### config.mk
export PLATFORM = sky130hd
export DESIGN_NAME = can_operating_command_decoder
export DESIGN_NICKNAME = d
export VERILOG_FILES = /design/src/verilog/can_cmd_pkg.sv /design/src/verilog/can_operating_command_decoder.sv /design/src/verilog/pin_synchroniser.sv
export SDC_FILE = /design/constraint.sdc
export NUM_CORES = 1
export LEC_CHECK = 0
export BUFFER_PORTS_ARGS = -buffer_cell sky130_fd_sc_hd__buf_4
export CAP_MARGIN = 15
export CORE_MARGIN = 5
export CORE_UTILIZATION = 48
export CTS_CLUSTER_DIAMETER = 30
export DETAILED_ROUTE_END_ITERATION = 7
export GPL_TIMING_DRIVEN = 0
export HOLD_SLACK_MARGIN = 0.1
export PLACE_DENSITY = 0.81
export SETUP_SLACK_MARGIN = 0.5
export SLEW_MARGIN = 20
export SYNTH_ARGS = -nofsm -noshare
export SYNTH_HDL_FRONTEND = slang
export SYNTH_SLANG_ARGS = --single-unit
export TNS_END_PERCENT = 30
### constraint.sdc
create_clock -name mclk_i -period 2.9 [get_ports mclk_i]
set_input_delay 0.58 -clock mclk_i [delete_from_list [all_inputs] [get_ports mclk_i]]
set_output_delay 0.58 -clock mclk_i [all_outputs]
set_load 0.05 [all_outputs]
### src/verilog/can_cmd_pkg.sv
`default_nettype none
package can_cmd_pkg;

    ////////////////////////////////////////////////////////////////////////////
    // register port geometry
    localparam int ADDR_W = 8;
    localparam int DATA_W = 32;

    ////////////////////////////////////////////////////////////////////////////
    // register byte offsets
    localparam logic [7:0] OFS_SRC_SEL   = 8'h00;
    localparam logic [7:0] OFS_CAN_REQ   = 8'h04;
    localparam logic [7:0] OFS_EFFECTIVE = 8'h08;
    localparam logic [7:0] OFS_STATUS    = 8'h0C;
    localparam logic [7:0] OFS_LAST_BYTE = 8'h10;
    localparam logic [7:0] OFS_MSG_COUNT = 8'h14;
    localparam logic [7:0] OFS_DROP_CNT  = 8'h18;

    ////////////////////////////////////////////////////////////////////////////
    // payload byte 1 field positions (bit 1 of the byte is bit 0 here)
    localparam int BIT_CURVE_ONE  = 0;
    localparam int BIT_CURVE_TWO  = 1;
    localparam int BIT_DROOP      = 2;
    localparam int BIT_REV_DROOP  = 3;
    localparam int BIT_STARTER    = 4;
    localparam int BIT_IDLE_FIVE  = 5;
    localparam int BIT_IDLE_SEVEN = 6;
    localparam int BYTE1_LSB      = 0;
    localparam int BYTE1_W        = 8;
    localparam int PAYLOAD_W      = 64;

    ////////////////////////////////////////////////////////////////////////////
    // source select flags, one per contact input; 1 selects can
    localparam int SRC_ONE   = 0;
    localparam int SRC_TWO   = 1;
    localparam int SRC_FIVE  = 2;
    localparam int SRC_SEVEN = 3;

    ////////////////////////////////////////////////////////////////////////////
    // status register field positions
    localparam int STS_RX_ERROR = 0;
    localparam int STS_SEEN     = 1;
    localparam int STS_STATE    = 2;
    localparam int STS_CONTACT  = 4;

    ////////////////////////////////////////////////////////////////////////////
    // reset and fault values
    localparam logic [3:0]  SRC_SEL_RESET   = 4'h0;
    localparam logic [7:0]  LAST_BYTE_RESET = 8'h00;
    localparam logic [15:0] COUNT_RESET     = 16'h0000;
    localparam logic [6:0]  REQ_RESET       = 7'h10;
    localparam logic        STARTER_RESET   = 1'b1;
    localparam logic        STARTER_FAULT   = 1'b0;
    localparam logic        CURVE_FAULT     = 1'b0;

    ////////////////////////////////////////////////////////////////////////////
    // types
    typedef struct packed {
        logic high_idle_seven;
        logic high_idle_five;
        logic starter_disable;
        logic reverse_droop;
        logic droop;
        logic curve_two;
        logic curve_one;
    } requests_t;

    typedef struct packed {
        logic contact_input_seven;
        logic contact_input_five;
        logic contact_input_two;
        logic contact_input_one;
    } contacts_t;

    typedef struct packed {
        logic [ADDR_W-1:0] addr;
        logic [DATA_W-1:0] wdata;
        logic              wr;
        logic              rd;
    } reg_req_t;

    typedef enum logic [1:0] {
        ST_INIT  = 2'b00,
        ST_RUN   = 2'b01,
        ST_FAULT = 2'b10
    } link_state_t;

endpackage : can_cmd_pkg
`default_nettype wire

### src/verilog/can_operating_command_decoder.sv
`timescale 1ns/10ps
`default_nettype none
//
// Behaviour
// - curve selection: two bits from byte bit 1
// - bit 1 is curve one, for input seven
// - bit 2 is curve two, for input two
// - reception error forces both curve bits off
// - bits 3/4: droop (one), reverse droop (five)
// - bit 5 starter restraint, 1 disables, input one
// - starter held disabled until first valid message or reception error
// - reception error forces starter to enable
// - bits 6/7 high idle, inputs five and seven
// - other requests off until first valid message
// - error keeps governing mode and high idle
// - after error clears, new messages apply again
// - can replaces contact only when flag selects it
module can_operating_command_decoder (
    input  wire logic                               mclk_i,
    input  wire logic                               reset_i,
    input  wire logic                               msg_valid_i,
    input  wire logic [can_cmd_pkg::PAYLOAD_W-1:0]  msg_payload_i,
    input  wire logic                               rx_error_i,
    input  wire can_cmd_pkg::contacts_t             contact_i,
    input  wire can_cmd_pkg::reg_req_t              bus_i,
    output logic      [can_cmd_pkg::DATA_W-1:0]     rd_data_o,
    output can_cmd_pkg::requests_t                  req_o,
    output can_cmd_pkg::link_state_t                link_state_o
);
    import can_cmd_pkg::*;

    ////////////////////////////////////////////////////////////////////////////
    // helpers

    // pick the can bit when the input's source flag says can
    function automatic logic pick_source(input logic can_bit,
                                         input logic contact_bit,
                                         input logic use_can);
        pick_source = use_can ? can_bit : contact_bit;
    endfunction : pick_source

    // counter step: clear first, then count, so an event in the clear
    // cycle is not lost; wraps at 16 bits
    function automatic logic [15:0] count_step(input logic [15:0] value,
                                               input logic        inc,
                                               input logic        clr);
        logic [15:0] base;
        base = clr ? COUNT_RESET : value;
        count_step = inc ? 16'(base + 16'h0001) : base;
    endfunction : count_step

    // one offset compare, shared by the write decodes
    function automatic logic addr_hit(input logic [ADDR_W-1:0] addr,
                                      input logic [ADDR_W-1:0] offset);
        addr_hit = addr == offset;
    endfunction : addr_hit

    ////////////////////////////////////////////////////////////////////////////
    // contact pins come from outside the clock domain

    contacts_t contact_sync;

    // contacts are levels; a pulse shorter than a clock may be missed
    pin_synchroniser #(
        .WIDTH   (4)
    ) u_contact_sync (
        .mclk_i  (mclk_i),
        .reset_i (reset_i),
        .async_i (contact_i),
        .sync_o  (contact_sync)
    );

    ////////////////////////////////////////////////////////////////////////////
    // state

    logic [3:0]  src_sel;
    requests_t   can_req;
    logic [7:0]  last_byte;
    logic [15:0] msg_count;
    logic [15:0] drop_count;
    logic        seen_valid;
    link_state_t state;
    link_state_t next_state;

    ////////////////////////////////////////////////////////////////////////////
    // message acceptance

    wire logic [BYTE1_W-1:0] byte1;
    wire logic               accept;
    wire logic               drop;

    // only byte 1 is looked at, and bit 8 of it is never decoded
    assign byte1  = msg_payload_i[BYTE1_LSB +: BYTE1_W];
    // a message that lands while the error stands is dropped, so the
    // forced values cannot be overwritten behind the error's back
    assign accept = msg_valid_i & ~rx_error_i;
    // dropped messages are still counted, so lost traffic stays visible
    assign drop   = msg_valid_i & rx_error_i;

    ////////////////////////////////////////////////////////////////////////////
    // field decode

    wire logic rx_curve_one;
    wire logic rx_curve_two;
    wire logic rx_droop;
    wire logic rx_rev_droop;
    wire logic rx_starter;
    wire logic rx_idle_five;
    wire logic rx_idle_seven;

    assign rx_curve_one  = byte1[BIT_CURVE_ONE];
    assign rx_curve_two  = byte1[BIT_CURVE_TWO];
    assign rx_droop      = byte1[BIT_DROOP];
    assign rx_rev_droop  = byte1[BIT_REV_DROOP];
    assign rx_starter    = byte1[BIT_STARTER];
    assign rx_idle_five  = byte1[BIT_IDLE_FIVE];
    assign rx_idle_seven = byte1[BIT_IDLE_SEVEN];

    ////////////////////////////////////////////////////////////////////////////
    // next value of the can-side request image

    requests_t next_can_req;

    always_comb begin
        next_can_req = can_req;
        if (rx_error_i) begin
            // curve and starter take their fault values and keep them
            // after the error goes, until a fresh message arrives
            next_can_req.curve_one       = CURVE_FAULT;
            next_can_req.curve_two       = CURVE_FAULT;
            next_can_req.starter_disable = STARTER_FAULT;
            // governing mode and high idle are left as they were
        end else if (accept) begin
            next_can_req.curve_one       = rx_curve_one;
            next_can_req.curve_two       = rx_curve_two;
            next_can_req.droop           = rx_droop;
            next_can_req.reverse_droop   = rx_rev_droop;
            next_can_req.starter_disable = rx_starter;
            next_can_req.high_idle_five  = rx_idle_five;
            next_can_req.high_idle_seven = rx_idle_seven;
        end
    end

    // the image starts with the starter held off; a pin-sourced input
    // ignores this, its contact governs from the first edge on
    always_ff @(posedge mclk_i) begin
        if (reset_i) begin
            can_req <= requests_t'(REQ_RESET);
        end else begin
            can_req <= next_can_req;
        end
    end

    ////////////////////////////////////////////////////////////////////////////
    // link state: init until first good message or reception error, fault while error stands
    // init is left for good; only reset, or a stray state code through the default branch, brings it back

    always_comb begin
        case (state)
            ST_INIT: begin
                if (rx_error_i) begin
                    next_state = ST_FAULT;
                end else if (accept) begin
                    next_state = ST_RUN;
                end else begin
                    next_state = ST_INIT;
                end
            end
            ST_RUN: begin
                next_state = rx_error_i ? ST_FAULT : ST_RUN;
            end
            ST_FAULT: begin
                next_state = rx_error_i ? ST_FAULT : ST_RUN;
            end
            default: begin
                // a stray code waits again for a good message
                next_state = ST_INIT;
            end
        endcase
    end

    always_ff @(posedge mclk_i) begin
        if (reset_i) begin
            state <= ST_INIT;
        end else begin
            state <= next_state;
        end
    end

    always_ff @(posedge mclk_i) begin
        if (reset_i) begin
            seen_valid <= 1'b0;
        end else if (accept) begin
            seen_valid <= 1'b1;
        end
    end

    always_ff @(posedge mclk_i) begin
        if (reset_i) begin
            last_byte <= LAST_BYTE_RESET;
        end else if (accept) begin
            last_byte <= byte1;
        end
    end

    ////////////////////////////////////////////////////////////////////////////
    // source selection against the contact pins

    wire logic use_can_one;
    wire logic use_can_two;
    wire logic use_can_five;
    wire logic use_can_seven;

    assign use_can_one   = src_sel[SRC_ONE];
    assign use_can_two   = src_sel[SRC_TWO];
    assign use_can_five  = src_sel[SRC_FIVE];
    assign use_can_seven = src_sel[SRC_SEVEN];

    requests_t next_req;

    // each function keeps the contact that it stands in for
    // a flag change switches a whole input over at one edge
    assign next_req.curve_one = pick_source(can_req.curve_one,
        contact_sync.contact_input_seven, use_can_seven);
    assign next_req.curve_two = pick_source(can_req.curve_two,
        contact_sync.contact_input_two, use_can_two);
    assign next_req.droop = pick_source(can_req.droop,
        contact_sync.contact_input_one, use_can_one);
    assign next_req.reverse_droop = pick_source(can_req.reverse_droop,
        contact_sync.contact_input_five, use_can_five);
    assign next_req.starter_disable = pick_source(can_req.starter_disable,
        contact_sync.contact_input_one, use_can_one);
    assign next_req.high_idle_five = pick_source(can_req.high_idle_five,
        contact_sync.contact_input_five, use_can_five);
    assign next_req.high_idle_seven = pick_source(can_req.high_idle_seven,
        contact_sync.contact_input_seven, use_can_seven);

    always_ff @(posedge mclk_i) begin
        if (reset_i) begin
            req_o <= requests_t'(REQ_RESET);
        end else begin
            req_o <= next_req;
        end
    end

    always_ff @(posedge mclk_i) begin
        if (reset_i) begin
            link_state_o <= ST_INIT;
        end else begin
            link_state_o <= next_state;
        end
    end

    ////////////////////////////////////////////////////////////////////////////
    // register port

    wire logic hit_src_sel;
    wire logic hit_msg_count;
    wire logic hit_drop_cnt;
    wire logic wr_src_sel;
    wire logic clr_msg_count;
    wire logic clr_drop_cnt;

    assign hit_src_sel   = addr_hit(bus_i.addr, OFS_SRC_SEL);
    assign hit_msg_count = addr_hit(bus_i.addr, OFS_MSG_COUNT);
    assign hit_drop_cnt  = addr_hit(bus_i.addr, OFS_DROP_CNT);
    assign wr_src_sel    = bus_i.wr & hit_src_sel;
    // any write to a counter clears it; a same-cycle count still lands
    assign clr_msg_count = bus_i.wr & hit_msg_count;
    assign clr_drop_cnt  = bus_i.wr & hit_drop_cnt;

    // only the low four bits are flags; the rest of the word is dropped
    always_ff @(posedge mclk_i) begin
        if (reset_i) begin
            src_sel <= SRC_SEL_RESET;
        end else if (wr_src_sel) begin
            src_sel <= bus_i.wdata[3:0];
        end
    end

    wire logic [15:0] next_msg_count;
    wire logic [15:0] next_drop_count;

    assign next_msg_count  = count_step(msg_count, accept, clr_msg_count);
    assign next_drop_count = count_step(drop_count, drop, clr_drop_cnt);

    always_ff @(posedge mclk_i) begin
        if (reset_i) begin
            msg_count <= COUNT_RESET;
        end else begin
            msg_count <= next_msg_count;
        end
    end

    always_ff @(posedge mclk_i) begin
        if (reset_i) begin
            drop_count <= COUNT_RESET;
        end else begin
            drop_count <= next_drop_count;
        end
    end

    logic [DATA_W-1:0] status_word;
    logic [DATA_W-1:0] next_rd_data;

    // contacts show as the logic sees them, after the synchroniser
    always_comb begin
        status_word = '0;
        status_word[STS_RX_ERROR] = rx_error_i;
        status_word[STS_SEEN] = seen_valid;
        status_word[STS_STATE +: 2] = state;
        status_word[STS_CONTACT +: 4] = contact_sync;
    end

    // unmapped addresses read as zero
    // narrow registers read back zero-extended
    always_comb begin
        next_rd_data = '0;
        if (bus_i.rd) begin
            case (bus_i.addr)
                OFS_SRC_SEL:   next_rd_data = {28'h0000000, src_sel};
                OFS_CAN_REQ:   next_rd_data = {25'h0000000, can_req};
                OFS_EFFECTIVE: next_rd_data = {25'h0000000, req_o};
                OFS_STATUS:    next_rd_data = status_word;
                OFS_LAST_BYTE: next_rd_data = {24'h000000, last_byte};
                OFS_MSG_COUNT: next_rd_data = {16'h0000, msg_count};
                OFS_DROP_CNT:  next_rd_data = {16'h0000, drop_count};
                default:       next_rd_data = '0;
            endcase
        end
    end

    // read data stands only in the cycle after the strobe
    always_ff @(posedge mclk_i) begin
        if (reset_i) begin
            rd_data_o <= '0;
        end else begin
            rd_data_o <= next_rd_data;
        end
    end

endmodule : can_operating_command_decoder
`default_nettype wire

### src/verilog/pin_synchroniser.sv
`timescale 1ns/10ps
`default_nettype none
module pin_synchroniser #(
    parameter int WIDTH = 4
) (
    input  wire logic             mclk_i,
    input  wire logic             reset_i,
    input  wire logic [WIDTH-1:0] async_i,
    output logic      [WIDTH-1:0] sync_o
);

    // first stage is read only by the second stage
    logic [WIDTH-1:0] meta;

    always_ff @(posedge mclk_i) begin
        if (reset_i) begin
            meta   <= '0;
            sync_o <= '0;
        end else begin
            meta   <= async_i;
            sync_o <= meta;
        end
    end

endmodule : pin_synchroniser
`default_nettype wire
Yosys cells after proc, flatten, opt, wreduce, memory -nomap -nowiden:

Index checks and enable logic that the tools add are counted.

* multiplexer cells: 18
* equality and inequality tests: 8
* add/subtract/negate cells: 2
* reduce and logical (&&, ||, !) cells: 7
* bitwise gates (word level): 7

Operator list (number)
* $pmux 16 s7: 1
* $mux 16: 4
* $add 16x1->16 const B: 2
* $eq 8x5->1 const B: 3
* $eq 8x4->1 const B: 2
* $mux 1: 9
* $eq 8x3->1 const B: 1
* $logic_not 8->1: 1
* $reduce_or 2->1: 3
* $and 1x1->1: 5
* $mux 5: 1
* $mux 2: 2
* $pmux 2 s2: 1
* $eq 2x1->1 const B: 1
* $eq 2x2->1 const B: 1
* $logic_not 2->1: 1
* $not 1->1: 2
* $reduce_and 2->1: 1
* $reduce_bool 2->1: 1

* input bits: 114
* logic and storage cells: 65
* bits in registers: 101
* output and inout bits: 41

Logic depth before layout (Yosys ltp):

* word-level depth: 5
* mapped depth: 9
* depth with buffers taken out: 8

Hierarchy:

From an unflattened synthesis, not the netlist that was laid out.

* cell total of the unflattened synthesis: 419
* area total of the unflattened synthesis: 3718.6 µm²

By module, submodules not included
* can_operating_command_decoder: area each 3508.4 µm², seq. area each 1461.4 µm², cells an instance 403, instances 1
* pin_synchroniser: area each 210.2 µm², seq. area each 160.2 µm², cells an instance 16, instances 1

Least setup slack after synthesis:

Ideal clock, no wire load.

* kind: input to register
* start: input bus_i[38] (netlist name)
* end: register drop_count[14]
* setup time: 0.117 ns
* data required time: 2.783 ns
* arrival: 2.186 ns
* setup slack: 0.597 ns
* buffers on the path: 1
* cell stages on the path: 9
* path through: buf_2 > nor4bb_1 > nand3_1 > and2_1 > ha_1 > nand3_1 > nor4_1 > xnor2_1 > nor2_1

* cells in the longest elaborated chain, start to end: 5

Ends and longest elaborated chain
* from (decl): RTL line can_operating_command_decoder.sv:25 `input wire can_cmd_pkg::reg_req_t bus_i,`
* $eq 8x5->1 (*): RTL line can_operating_command_decoder.sv:55 `addr_hit = addr == offset;`
* $and 1x1->1 (*): RTL line can_operating_command_decoder.sv:270 `assign clr_drop_cnt = bus_i.wr & hit_drop_cnt;`
* $mux 16 (*): RTL line can_operating_command_decoder.sv:48 `base = clr ? COUNT_RESET : value;`
* $add 16x1->16: RTL line can_operating_command_decoder.sv:49 `count_step = inc ? 16'(base + 16'h0001) : base;`
* $mux 16 (*): RTL line can_operating_command_decoder.sv:49
* to (signal assigned): RTL line can_operating_command_decoder.sv:299 `drop_count <= next_drop_count;`
* to (decl): RTL line can_operating_command_decoder.sv:80 `logic [15:0] drop_count;`

Mark *: on every way between the ends. The rest lies on a longest branch, timed or not.
A chain may end at the register's enable or synchronous reset.

Worst setup path after layout:

* start: input bus_i[35] (netlist name)
* end: register drop_count[12]

Same word-level chain as after synthesis.

==> metrics.txt <==
commonest non-fill, non-tap cell in the layout=dfxtp_1; hold_buf cts=0; worst rel slew slack=62.0%; most frequent cells in the layout=dfxtp_1, buf_4, nor2_1; register area share after synthesis=44.3%; PostCTS Resize Cnt=1; largest net degree at the start of global routing=14; Worst EP required=3150 ps; CTS tree=yes; Total Neg Setup Slack=0 ps; layout cells sized above 1=around 20%; Area Overhead vs Synth=22.3%; Yosys reg bits=81; number of global-route vias before repair=2990; Avg Inst Size Synth=between 8 and 9 um^2; first-pass GRT wire length=14400 um; Initial Util=49.9%; die area=9470 um^2; crit path max fanout=9; clock latency on the worst-skew pair=360 ps; Hold Slack=434 ps; Die Ht=97.3 um; max-slew violation count=0; PortBufs=53; DRC errors left=0; Synth Area in XOR/XNOR=a little under 7%; number of distinct library cells after synthesis=48; largest family of logic cells by synthesized area=simple AND/OR/NAND/NOR gates; f_max=around 450 MHz; CTS max path bufs=2; post-detail-place hpwl=6900 um; drt via density=5.29; switching share of power=approximately a quarter; Worst setup SP type=input pin; final WL=9030 um; Flop pwr share=approximately half; Sink Count=81; Ant. Diodes=0; hold path depth=2; Final Skew=slightly below 10 ps; Worst R2R Setup Slack=1000 ps; total gr overflow=0; min-delay src=contact_i[0]; Logic pwr share=11.0%; hold endpoint=u_contact_sync.meta[0]; DP Cell Count=between 500 and 600; CTS root buf=clkbuf_8; clock power share=a little under two fifths; Hold Crit Class=input pin to flop; Pleak=~1.7 nW; pwr dens=508 nW/um^2; Antenna Nets Post-Route=0; WS Path Type=input pin to flop; fin cells=600; Tmin final=between 2000 and 2500 ps; Tcrit/Tclk final=~77%; Routed WL per cell=~15 um; RSZ-0062 raised after global routing=true; Synth Warn #=0; Rows=31; drt first pass iters=4; Total GRT Usage=about a fifth; routed via count=3176; Final GP Congestion=0.940; post-synthesis mux area share=~5%; internal power=between 1.5 and 2 mW; Setup Fix Bufs, Post-CTS=0; Critical Path AT=2490 ps; CP endpoint kind=flop; Cells after Synth=about 420; Nets=615; worst-margin pin slew=approximately 570 ps; I/O pin count=roughly 160; final hold vios=0; reg-to-reg critical path endpoint=drop_count[12]; Chip Width=97.3 um; H-tree depth=3; CTS Buf Count=9; antenna violations before repair=0; Synth Area in Compound Gates=10.3%; setup violators final=0; area share of fa/ha/maj cells after synthesis=roughly 1.4%; max capacitance violation total=0; worst reg2reg startpoint=drop_count[0]; Simple-Gate Fraction of Synth Area=~25%; Initial DRC Count=166; core area=7330 um^2; Switch Pwr=0.569 mW; status=finished clean; Worst VDD drop=0.367 mV; synthesized area=about 3700 um^2; Worst-path clk slew=80 ps; worst r2r path cells=7
[worst max-delay path by stage]
stage / startpoint / to / slack, ps / depth (start not counted)
floorplan: bus_i[38] / drop_count[14] / 600 / 9
detailed placement: bus_i[35] / drop_count[12] / 40 / 9
finish: bus_i[35] / drop_count[12] / 660 / 9
global route: bus_i[35] / drop_count[14] / 490 / 9
global placement: bus_i[35] / drop_count[14] / 110 / 9
CTS: bus_i[38] / msg_count[14] / 510 / 9
[layer usage]
metal | global-route usage (%) | vias to the layer above | wire [um]
met5 | 0 | - | 0
met4 | 7.24 | 0 | 183
met3 | 5.31 | 16 | 641
met2 | 31.3 | 113 | 4430
met1 | 22.9 | 1469 | 3780
li1 | - | 1578 | -
[cells in the mapped netlist (all sizes together)]
cell type | count | share of area, %
nor2 | 54 | 5.5
or3b | 1 | 0.24
a221oi | 1 | 0.24
a21oi | 25 | 3.4
a31oi | 6 | 1.0
nand3 | 17 | 2.3
ha | 4 | 1.4
xor2 | 5 | 1.2
clkbuf | 10 | 1.0
a211o | 1 | 0.24
nand2 | 34 | 3.5
nor2b | 14 | 2.4
nor3b | 1 | 0.21
o21ai | 3 | 0.41
o41ai | 1 | 0.24
or3 | 2 | 0.34
mux2i | 14 | 3.8
nor4bb | 2 | 0.55
and2 | 4 | 0.68
nand3b | 2 | 0.41
buf | 25 | 4.4
or2 | 1 | 0.17
conb | 1 | 0.10
o2bb2ai | 1 | 0.24
or4b | 1 | 0.27
a22o | 2 | 0.48
xnor2 | 24 | 5.7
a2bb2oi | 3 | 0.72
dfxtp | 81 | 44
or4 | 2 | 0.41
o21bai | 1 | 0.21
mux2 | 4 | 1.2
a311oi | 1 | 0.24
nand4b | 1 | 0.24
nand2b | 6 | 1.0
nor3 | 14 | 2.2
a22oi | 11 | 2.3
and3 | 1 | 0.17
a211oi | 3 | 0.62
inv | 12 | 1.2
nor4 | 11 | 2.1
nand4 | 9 | 2.0
nor4b | 2 | 0.48
[critical path, stage by stage]
cell	delay (ps)
buf_4	120
nor4_4	530
nand3_1	210
and2_1	210
ha_1	190
nand3_1	280
nor4_1	130
xnor2_1	170
nor2_1	60
[power by group through the flow]
stage | clock network, mW | registers (mW) | logic (mW)
2_1_floorplan | 0 | 1.19 | 0.153
3_3_place_gp | 0 | 1.18 | 0.238
3_5_place_dp | 0 | 1.18 | 0.242
4_1_cts | 0.887 | 1.15 | 0.244
5_1_grt | 0.932 | 1.15 | 0.267
6_report | 0.874 | 1.15 | 0.249
[cell families (layout without fill, tap and decap cells)]
kind of cell / count (synthesis) / in the layout
buffers and inverters: 47 / 115
and+or+nand+nor: 179 / 179
muxes: 18 / 18
adders and majority gates: 4 / 4
AOI/OAI and AO/OA: 59 / 59
DFF: 81 / 81
xor gates and xnor gates: 29 / 29
other: 1 / 16
[cell type report]
class / count / area [um^2]
inverters: 12 / 45.0
repair buffers: 53 / 398
fillers: 623 / 2860
flip-flops and latches: 81 / 1620
multi-input cells: 305 / 1880
well taps: 99 / 124
plain buffers: 35 / 199
clock buffers: 10 / 128
clock inverters: 5 / 81.3
[sequential cells by signal, summed over array words and instances, names as in the netlist]
name                   count
can_req                    5
drop_count                16
last_byte                  6
link_state_o               2
msg_count                 16
rd_data_o                 16
req_o                      7
seen_valid                 1
src_sel                    4
u_contact_sync.meta        4
u_contact_sync.sync_o      4
[stage by stage]
step	utilization, %	total power, mW	instance area, um^2	worst slack, ps
after floorplan	-	1.34	3710	597
after global placement	57.8	1.41	4240	114
after detailed placement	57.8	1.42	4240	41.3
after CTS	60.7	2.28	4450	510
after global routing	61.0	2.35	4470	488
final	61.0	2.27	4470	664
Power figures use the tool's default switching activity.
